File: src/pbr_pkg.sv
// Purpose: Constants and types for the page branch and rotate executor
// Assumes: Instruction bytes arrive already fetched; stack words are 16 bits
// Notes:   Stack addresses are offsets inside the stack page
// ----------------------------------------------------------------------------
// Summary of operation
// - Page jump loads code page and program counter from the target.
// - Indirect form takes page from low byte of reg n, counter from n+1.
// - All page jump, call and return forms are invalid in minimum mode.
// - Page call pushes counter, then code page, with pre-decrement.
// - The pushed return location is the instruction after the call.
// - Absolute page call is opcode 03 then page, high, low bytes.
// - Indirect page call is 11 then C8 plus register number.
// - Return-deallocate pops page, then counter, then adds immediate.
// - Immediate is signed 8-bit or signed 16-bit.
// - Stack access with odd stack pointer raises an address error.
// - Plain page return pops page then counter and resumes there.
// - Page jump, call and return leave N, Z, V, C unchanged.
// - Rotate left feeds old top bit to bit zero and to carry.
// - Rotate left sets N from the result's top bit.
// - Rotate left sets Z when the sized result is zero.
// - Rotate left always clears V.
// ----------------------------------------------------------------------------
package pbr_pkg;
    // ------------------------------------------------------------------------
    // Encodings
    // ------------------------------------------------------------------------
    localparam logic [7:0]  OP_CALL_ABS  = 8'h03;
    localparam logic [7:0]  OP_JUMP_ABS  = 8'h13;
    localparam logic [7:0]  OP_PAGE_GRP  = 8'h11;
    localparam logic [7:0]  SUB_IND_MASK = 8'hF8;
    localparam logic [7:0]  SUB_JUMP_IND = 8'hC0;
    localparam logic [7:0]  SUB_CALL_IND = 8'hC8;
    localparam logic [7:0]  SUB_RTD8     = 8'h14;
    localparam logic [7:0]  SUB_RTD16    = 8'h1C;
    localparam logic [7:0]  SUB_RET      = 8'h19;
    localparam logic [7:0]  OP_ROT_LEFT  = 8'h1C;
    // ------------------------------------------------------------------------
    // Lengths, steps, flag positions
    // ------------------------------------------------------------------------
    localparam logic [15:0] LEN_ABS      = 16'h0004;
    localparam logic [15:0] LEN_IND      = 16'h0002;
    localparam logic [15:0] WORD_STEP    = 16'h0002;
    localparam logic [15:0] PAIR_STEP    = 16'h0004;
    localparam int          FLAG_N       = 3;
    localparam int          FLAG_Z       = 2;
    localparam int          FLAG_V       = 1;
    localparam int          FLAG_C       = 0;
    localparam logic [15:0] RST_WORD     = 16'h0000;
    localparam logic [7:0]  RST_BYTE     = 8'h00;
    localparam logic [3:0]  RST_FLAGS    = 4'h0;

    typedef struct packed {
        logic [7:0] b0;
        logic [7:0] b1;
        logic [7:0] b2;
        logic [7:0] b3;
    } pbr_instr_s;

    typedef enum logic [2:0] {
        ST_IDLE,
        ST_PUSH_PC,
        ST_PUSH_CP,
        ST_POP_CP,
        ST_POP_PC
    } pbr_state_e;
endpackage : pbr_pkg
File: src/pbr_exec.sv
// Purpose: Executes page jump, call, returns and rotate left
// Assumes: Fetch unit presents whole instruction; memory answers with mem_ack
// Notes:   Results are valid in the cycle done_ff is high
`timescale 1ns/1ps
module pbr_exec (
    input  wire logic              ref_clk,
    input  wire logic              rst_n,
    input  wire logic              instr_valid,
    input  wire pbr_pkg::pbr_instr_s instr,
    input  wire logic [15:0]       instr_pc,
    input  wire logic [7:0]        cp_in,
    input  wire logic [15:0]       sp_in,
    input  wire logic [3:0]        ccr_in,
    input  wire logic              min_mode,
    input  wire logic [7:0][15:0]  gpr,
    input  wire logic [15:0]       rot_operand,
    input  wire logic              rot_word,
    input  wire logic [15:0]       mem_rdata,
    input  wire logic              mem_ack,
    output logic                   done_ff,
    output logic                   inval_ff,
    output logic                   aerr_ff,
    output logic                   busy_ff,
    output logic [7:0]             cp_ff,
    output logic [15:0]            pc_ff,
    output logic [15:0]            sp_ff,
    output logic [3:0]             ccr_ff,
    output logic [15:0]            result_ff,
    output logic                   mem_req_ff,
    output logic                   mem_we_ff,
    output logic [15:0]            mem_addr_ff,
    output logic [15:0]            mem_wdata_ff
);
    // ------------------------------------------------------------------------
    // Decode
    // ------------------------------------------------------------------------
    function automatic logic [16:0] rot_left(input logic [15:0] op, input logic word);
        rot_left = word ? {op[15], op[14:0], op[15]}
                        : {op[7], 8'h00, op[6:0], op[7]};
    endfunction : rot_left

    pbr_pkg::pbr_state_e state_ff;
    pbr_pkg::pbr_state_e nxt_state;
    logic [7:0]  tgt_cp_ff;
    logic [7:0]  nxt_tgt_cp;
    logic [15:0] tgt_pc_ff;
    logic [15:0] nxt_tgt_pc;
    logic [15:0] imm_ff;
    logic [15:0] nxt_imm;
    logic        nxt_done;
    logic        nxt_inval;
    logic        nxt_aerr;
    logic        nxt_busy;
    logic [7:0]  nxt_cp;
    logic [15:0] nxt_pc;
    logic [15:0] nxt_sp;
    logic [3:0]  nxt_ccr;
    logic [15:0] nxt_result;
    logic        nxt_mem_req;
    logic        nxt_mem_we;
    logic [15:0] nxt_mem_addr;
    logic [15:0] nxt_mem_wdata;

    logic        accept;
    logic        is_abs;
    logic        is_jump;
    logic        is_call;
    logic        is_rtd8;
    logic        is_rtd16;
    logic        is_ret;
    logic        is_rot_left;
    logic        page_op;
    logic [2:0]  rsel;
    logic [2:0]  rsel_pair;
    logic [7:0]  dec_cp;
    logic [15:0] dec_pc;
    logic [15:0] ret_pc;
    logic [15:0] dec_imm;
    logic [16:0] rot_val;

    assign accept    = (state_ff == pbr_pkg::ST_IDLE) && instr_valid;
    assign is_abs    = (instr.b0 == pbr_pkg::OP_JUMP_ABS) || (instr.b0 == pbr_pkg::OP_CALL_ABS);
    // Indirect pair uses n and n+1; n of 7 just wraps to 0, no guard
    assign rsel      = instr.b1[2:0];
    assign rsel_pair = rsel + 3'h1;
    assign is_jump   = (instr.b0 == pbr_pkg::OP_JUMP_ABS) ||
                       ((instr.b0 == pbr_pkg::OP_PAGE_GRP) &&
                        ((instr.b1 & pbr_pkg::SUB_IND_MASK) == pbr_pkg::SUB_JUMP_IND));
    assign is_call   = (instr.b0 == pbr_pkg::OP_CALL_ABS) ||
                       ((instr.b0 == pbr_pkg::OP_PAGE_GRP) &&
                        ((instr.b1 & pbr_pkg::SUB_IND_MASK) == pbr_pkg::SUB_CALL_IND));
    assign is_rtd8   = (instr.b0 == pbr_pkg::OP_PAGE_GRP) && (instr.b1 == pbr_pkg::SUB_RTD8);
    assign is_rtd16  = (instr.b0 == pbr_pkg::OP_PAGE_GRP) && (instr.b1 == pbr_pkg::SUB_RTD16);
    assign is_ret    = is_rtd8 || is_rtd16 ||
                       ((instr.b0 == pbr_pkg::OP_PAGE_GRP) && (instr.b1 == pbr_pkg::SUB_RET));
    // Page group wins over a rotate whose address byte happens to be 11
    assign page_op   = is_jump || is_call || is_ret;
    assign is_rot_left = !page_op && (instr.b1 == pbr_pkg::OP_ROT_LEFT);
    assign dec_cp    = is_abs ? instr.b1 : gpr[rsel][7:0];
    assign dec_pc    = is_abs ? {instr.b2, instr.b3} : gpr[rsel_pair];
    assign ret_pc    = instr_pc + (is_abs ? pbr_pkg::LEN_ABS : pbr_pkg::LEN_IND);
    assign dec_imm   = is_rtd16 ? {instr.b2, instr.b3}
                     : is_rtd8  ? {{8{instr.b2[7]}}, instr.b2} : pbr_pkg::RST_WORD;
    assign rot_val   = rot_left(rot_operand, rot_word);

    // ------------------------------------------------------------------------
    // Next state
    // ------------------------------------------------------------------------
    always_comb
    begin
        nxt_state     = state_ff;
        nxt_tgt_cp    = tgt_cp_ff;
        nxt_tgt_pc    = tgt_pc_ff;
        nxt_imm       = imm_ff;
        nxt_done      = 1'b0;
        nxt_inval     = 1'b0;
        nxt_aerr      = 1'b0;
        nxt_busy      = busy_ff;
        nxt_cp        = cp_ff;
        nxt_pc        = pc_ff;
        nxt_sp        = sp_ff;
        nxt_ccr       = ccr_ff;
        nxt_result    = result_ff;
        nxt_mem_req   = mem_req_ff;
        nxt_mem_we    = mem_we_ff;
        nxt_mem_addr  = mem_addr_ff;
        nxt_mem_wdata = mem_wdata_ff;
        unique case (state_ff)
            pbr_pkg::ST_IDLE:
            begin
                if (instr_valid)
                begin
                    nxt_sp  = sp_in;
                    nxt_cp  = cp_in;
                    nxt_ccr = ccr_in;
                    if (page_op && min_mode)
                    begin
                        nxt_inval = 1'b1;
                    end
                    else if (is_jump)
                    begin
                        nxt_cp   = dec_cp;
                        nxt_pc   = dec_pc;
                        nxt_done = 1'b1;
                    end
                    else if ((is_call || is_ret) && sp_in[0])
                    begin
                        nxt_aerr = 1'b1;
                    end
                    else if (is_call)
                    begin
                        nxt_tgt_cp    = dec_cp;
                        nxt_tgt_pc    = dec_pc;
                        nxt_mem_req   = 1'b1;
                        nxt_mem_we    = 1'b1;
                        nxt_mem_addr  = sp_in - pbr_pkg::WORD_STEP;
                        nxt_mem_wdata = ret_pc;
                        nxt_busy      = 1'b1;
                        nxt_state     = pbr_pkg::ST_PUSH_PC;
                    end
                    else if (is_ret)
                    begin
                        nxt_imm      = dec_imm;
                        nxt_mem_req  = 1'b1;
                        nxt_mem_we   = 1'b0;
                        nxt_mem_addr = sp_in;
                        nxt_busy     = 1'b1;
                        nxt_state    = pbr_pkg::ST_POP_CP;
                    end
                    else if (is_rot_left)
                    begin
                        nxt_result      = rot_val[15:0];
                        nxt_ccr[pbr_pkg::FLAG_C] = rot_val[16];
                        nxt_ccr[pbr_pkg::FLAG_N] = rot_val[rot_word ? 15 : 7];
                        nxt_ccr[pbr_pkg::FLAG_Z] = rot_word ? (rot_val[15:0] == 16'h0000)
                            : (rot_val[7:0] == 8'h00);
                        nxt_ccr[pbr_pkg::FLAG_V] = 1'b0;
                        nxt_done        = 1'b1;
                    end
                    else
                    begin
                        nxt_inval = 1'b1;
                    end
                end
            end
            pbr_pkg::ST_PUSH_PC:
            begin
                if (mem_ack)
                begin
                    nxt_sp        = sp_ff - pbr_pkg::WORD_STEP;
                    nxt_mem_addr  = sp_ff - pbr_pkg::PAIR_STEP;
                    nxt_mem_wdata = {pbr_pkg::RST_BYTE, cp_ff};
                    nxt_state     = pbr_pkg::ST_PUSH_CP;
                end
            end
            pbr_pkg::ST_PUSH_CP:
            begin
                if (mem_ack)
                begin
                    nxt_sp      = sp_ff - pbr_pkg::WORD_STEP;
                    nxt_cp      = tgt_cp_ff;
                    nxt_pc      = tgt_pc_ff;
                    nxt_mem_req = 1'b0;
                    nxt_mem_we  = 1'b0;
                    nxt_busy    = 1'b0;
                    nxt_done    = 1'b1;
                    nxt_state   = pbr_pkg::ST_IDLE;
                end
            end
            pbr_pkg::ST_POP_CP:
            begin
                if (mem_ack)
                begin
                    nxt_cp       = mem_rdata[7:0];
                    nxt_sp       = sp_ff + pbr_pkg::WORD_STEP;
                    nxt_mem_addr = sp_ff + pbr_pkg::WORD_STEP;
                    nxt_state    = pbr_pkg::ST_POP_PC;
                end
            end
            pbr_pkg::ST_POP_PC:
            begin
                if (mem_ack)
                begin
                    nxt_pc      = mem_rdata;
                    // Odd immediate leaves an odd pointer; next stack use faults
                    nxt_sp      = sp_ff + pbr_pkg::WORD_STEP + imm_ff;
                    nxt_mem_req = 1'b0;
                    nxt_busy    = 1'b0;
                    nxt_done    = 1'b1;
                    nxt_state   = pbr_pkg::ST_IDLE;
                end
            end
        endcase
    end

    // ------------------------------------------------------------------------
    // Registers
    // ------------------------------------------------------------------------
    always_ff @(posedge ref_clk or negedge rst_n)
    begin
        if (!rst_n)
        begin
            state_ff     <= pbr_pkg::ST_IDLE;
            tgt_cp_ff    <= pbr_pkg::RST_BYTE;
            tgt_pc_ff    <= pbr_pkg::RST_WORD;
            imm_ff       <= pbr_pkg::RST_WORD;
            done_ff      <= 1'b0;
            inval_ff     <= 1'b0;
            aerr_ff      <= 1'b0;
            busy_ff      <= 1'b0;
            cp_ff        <= pbr_pkg::RST_BYTE;
            pc_ff        <= pbr_pkg::RST_WORD;
            sp_ff        <= pbr_pkg::RST_WORD;
            ccr_ff       <= pbr_pkg::RST_FLAGS;
            result_ff    <= pbr_pkg::RST_WORD;
            mem_req_ff   <= 1'b0;
            mem_we_ff    <= 1'b0;
            mem_addr_ff  <= pbr_pkg::RST_WORD;
            mem_wdata_ff <= pbr_pkg::RST_WORD;
        end
        else
        begin
            state_ff     <= nxt_state;
            tgt_cp_ff    <= nxt_tgt_cp;
            tgt_pc_ff    <= nxt_tgt_pc;
            imm_ff       <= nxt_imm;
            done_ff      <= nxt_done;
            inval_ff     <= nxt_inval;
            aerr_ff      <= nxt_aerr;
            busy_ff      <= nxt_busy;
            cp_ff        <= nxt_cp;
            pc_ff        <= nxt_pc;
            sp_ff        <= nxt_sp;
            ccr_ff       <= nxt_ccr;
            result_ff    <= nxt_result;
            mem_req_ff   <= nxt_mem_req;
            mem_we_ff    <= nxt_mem_we;
            mem_addr_ff  <= nxt_mem_addr;
            mem_wdata_ff <= nxt_mem_wdata;
        end
    end
endmodule : pbr_exec

File: config.mk
export PLATFORM = sky130hd
export DESIGN_NAME = pbr_exec
export DESIGN_NICKNAME = d
export VERILOG_FILES = /design/src/pbr_pkg.sv /design/src/pbr_exec.sv
export SDC_FILE = /design/constraint.sdc
export NUM_CORES = 1
export LEC_CHECK = 0
export BUFFER_PORTS_ARGS = -buffer_cell sky130_fd_sc_hd__buf_2
export CAP_MARGIN = 25
export CORE_UTILIZATION = 25
export DETAILED_ROUTE_END_ITERATION = 10
export SYNTH_ARGS = -nofsm -noshare
export SYNTH_HDL_FRONTEND = slang
export SYNTH_SLANG_ARGS = --single-unit
File: constraint.sdc
create_clock -name ref_clk -period 3.4 [get_ports ref_clk]
set_input_delay 0.51 -clock ref_clk [delete_from_list [all_inputs] [get_ports ref_clk]]
set_output_delay 0.51 -clock ref_clk [all_outputs]
set_load 0.03 [all_outputs]
==> run summary <==
The static leakage power came out at slightly above 6 nW. The count of maximum capacitance violations is 0. The cell count after synthesis came out at around 1,200.

Of all cell types, the one taking the most synthesized area is dfrtp_1. The number of hold buffers added after CTS was 0. The register clock-pin slew on the reported worst setup and hold paths is about 0.070 ns. The setup TNS came out at 0 ns.

The number of register bits inferred by synthesis is between 100 and 150. The fmax came out at ~320 MHz. The first detailed-routing pass ran for 5 iterations. Headroom to the max-slew limit came out at 0.390. The maximum number of pins on one net before global-route repair came out at between 60 and 70. The worst setup slack after layout is between 0.2 and 0.3 ns.

Of the available clock period, the critical path in the final layout requires 0.912. Of all nets on the critical path, the largest fanout is 7. The number of antenna violations at the first check in global routing is 9. The synthesized area came out at between 10,000 and 15,000 um2. The top cell type's share of synthesized area came out at 0.322.

The endpoint identified for the worst register-to-register timing path is sp_ff[15]. The full die area came out at between 40,000 and 50,000 um2. The insertion delay to the later sink of the worst-skew pair is between 0.4 and 0.5 ns. By startpoint and endpoint, the worst setup path is classified as register to register. The number of global-route vias before repair is around 11,000. The wire length of the first global-routing pass came out at between 60,000 and 70,000 um.

Input and output buffers added on the ports amount to around 340. The worst min-delay path category is input port to async pin. The flow ran to the end, and the final reports show no timing, DRC or antenna violations. The critical path startpoint category is a register. The area growth from synthesis to layout came out at 28.6%. The mean area per synthesized cell came out at 9.08 um2. The number of different library cells used by synthesis comes to 93. The library cells used most frequently in the layout, excluding fill and tap cells, are 338 x buf_2, 140 x dfrtp_1, 139 x nand2_1. The CTS sink count came out at 140.

Pin placement for this block handled 340 I/O pins. Setup repair after global routing left no endpoint under its margin. In this run the deepest clock path goes through 2 buffers. CTS built an H-tree with a depth of 4. The fraction of final layout cells sized beyond drive strength 1 came out at 0.332.

The power density of the placed cells is 637 nW/um2. The total of cells resized after clock tree synthesis came out at 0. Setup violations remaining at the end of the flow were counted as 0. The number of buffers created by CTS came out at 17. The die height came out at 211 um.

The origin of the critical flop-to-flop path is sp_ff[2]. The post-synthesis async set-or-reset flop share is 1.00. The post-route clock skew came out at about 0.013 ns. The global-route usage over all layers came out at 0.196. The post-DP HPWL came out at between 30,000 and 40,000 um. After layout, the minimum clock period comes to about 3.1 ns. The number of flops mapped to enable cells by yosys came out at 0. The synthesized netlist net count is 1,470. The predominant post-synthesis flop cell is dfrtp_1. The placer's final routability congestion estimate is just under 0.9. The setup slack after placement came out at around 0.33 ns. The vias per cell came out at 5.16. From left edge to right edge, the die measures ~210 um. The worst endpoint data arrival time is roughly 3.4 ns. The synthesis warning total came out at 0.

The number of rows in the core area is 76. The TritonCTS clock tree is built. The beginning of the critical path is sp_ff[2]. The detail route stage leaves a number of antenna-violating nets equal to 0.

The post-CTS repair timing setup buffer count came out at 0. The net count of the finished layout is 1,798. IR analysis of the VDD net gives a maximum drop of roughly 0.40 mV. The setup check on the worst reg-to-reg path leaves a slack of around 0.30 ns.

In the final routed layout, each cell accounts on average for around 21 um. By area the synthesized netlist is led by dfrtp_1 32%, mux4_2 9.9%, nand2_1 4.8%. The depth of the worst register-to-register path came out at 10.

The routed wire length is 44,200 um. The via count came out at around 11,000. Leaving out fill and tap cells, the most frequent cell in the layout is buf_2. The violation count after the first detailed-route iteration came out at a little under 900. The number of failing hold endpoints at the final stage was 0.

The number of max-slew violations in the final report came out at 0. The worst setup path is captured at a register. The initial core utilization is 0.253.

The required time of the critical path is around 3.7 ns. For the pin with the worst max-slew slack, the measured transition is a little over 0.9 ns. Of the synthesized area, sequential elements account for 0.322.

The final global-route overflow total came out at 0. CTS placed an instance of clkbuf_16 at the clock tree root. In this run the worst setup path terminates at sp_ff[15]. The residual DRC count came out at 0. The core region area is approximately 43,000 um2.
-- report_power, final --
| part | total [W] | internal, W | switching (W) |
|---|---|---|---|
| clock network | 0.00193 | 0.00104 | 0.000891 |
| registers | 0.00240 | 0.00207 | 0.000336 |
| logic | 0.00458 | 0.00160 | 0.00297 |
-- metal layers --
metal	routed length, um	part of all wire	GRT usage
met1	18800	0.43	0.253
met2	21900	0.50	0.338
met3	2680	0.061	0.0356
met4	756	0.017	0.0482
met5	78	0.0018	0
-- flip-flops by register name, summed over array words and instances (netlist names), 3 cells and up --
name and cells:
tgt_cp_ff 8, mem_addr_ff 16, state_ff 3, imm_ff 16, mem_wdata_ff 16, sp_ff 16, tgt_pc_ff 16, result_ff 16
cp_ff 8, ccr_ff 4, pc_ff 16
-- cell usage after synthesis (all sizes together), types with 9 or more instances --
cell    count
ha         28
xor2       23
o31ai      22
a21oi      81
o211ai     22
mux4       48
and3        9
nand3      25
nand2     139
nand4      10
a22oi      20
nand2b     14
inv        28
buf        38
a31oi       9
dfrtp     140
nor3       33
o21a       20
nor4       17
xnor2      37
mux2i      51
nor2       91
mux2       17
o21ai     102
clkbuf     46
-- layout make-up --
class	count	area, um2
diodes	2	5.00
clock buffers	17	425
clock inverters	14	156
fillers	4649	29000
inverters	30	113
multi-input cells	944	6920
flip-flops and latches	140	3500
well taps	585	732
repair buffers	393	2130
-- worst max-delay path, stage by stage, from the launching register on --
cell and delay, ns:
dfrtp_1 0.45, ha_1 0.21, nand2_1 0.20, nor3_1 0.28
xnor2_1 0.23, ha_1 0.37, a21oi_1 0.42, nor3b_1 0.24
a21oi_1 0.11, xnor2_1 0.14, a221o_1 0.32
-- how the worst min path moves through the flow --
stage / startpoint / endpoint / slack (ns) / depth (start not counted)
3_3_place_gp: result_ff[2] / result_ff[2] / 0.46 / 1
2_1_floorplan: rst_n / aerr_ff / 0.21 / 0
3_5_place_dp: mem_addr_ff[3] / mem_addr_ff[3] / 0.46 / 2
4_1_cts: rst_n / mem_addr_ff[13] / 0.08 / 1
6_report: rst_n / mem_addr_ff[13] / 0.04 / 1
5_1_grt: rst_n / mem_addr_ff[13] / 0.09 / 1
-- per-stage QoR --
| stage | cells | hold slack [ns] | util | cell area (um2) | power (W) |
|---|---|---|---|---|---|
| 6_report | 2125 | 0.0430 | 0.325 | 14000 | 0.00891 |
| 5_1_grt | 2125 | 0.0934 | 0.325 | 14000 | 0.00943 |
| 4_1_cts | 2123 | 0.0773 | 0.325 | 14000 | 0.00896 |
| 3_5_place_dp | 2092 | 0.461 | 0.312 | 13400 | 0.00700 |
| 3_3_place_gp | 2092 | 0.463 | 0.312 | 13400 | 0.00695 |
| 2_1_floorplan | 1198 | 0.214 | - | 10900 | 0.00533 |
-- logic make-up (layout without fill, tap and decap cells) --
logic type	Yosys count	in the layout	share of synthesized area
simple gates	386	386	0.175
flops	140	140	0.322
buf+inv	114	454	0.0429
other cells	0	2	0
compound gates	351	351	0.210
mux	116	116	0.164
fa+ha+maj	31	31	0.0368
xor+xnor	60	60	0.0490
(Power assumes the default switching activity.)
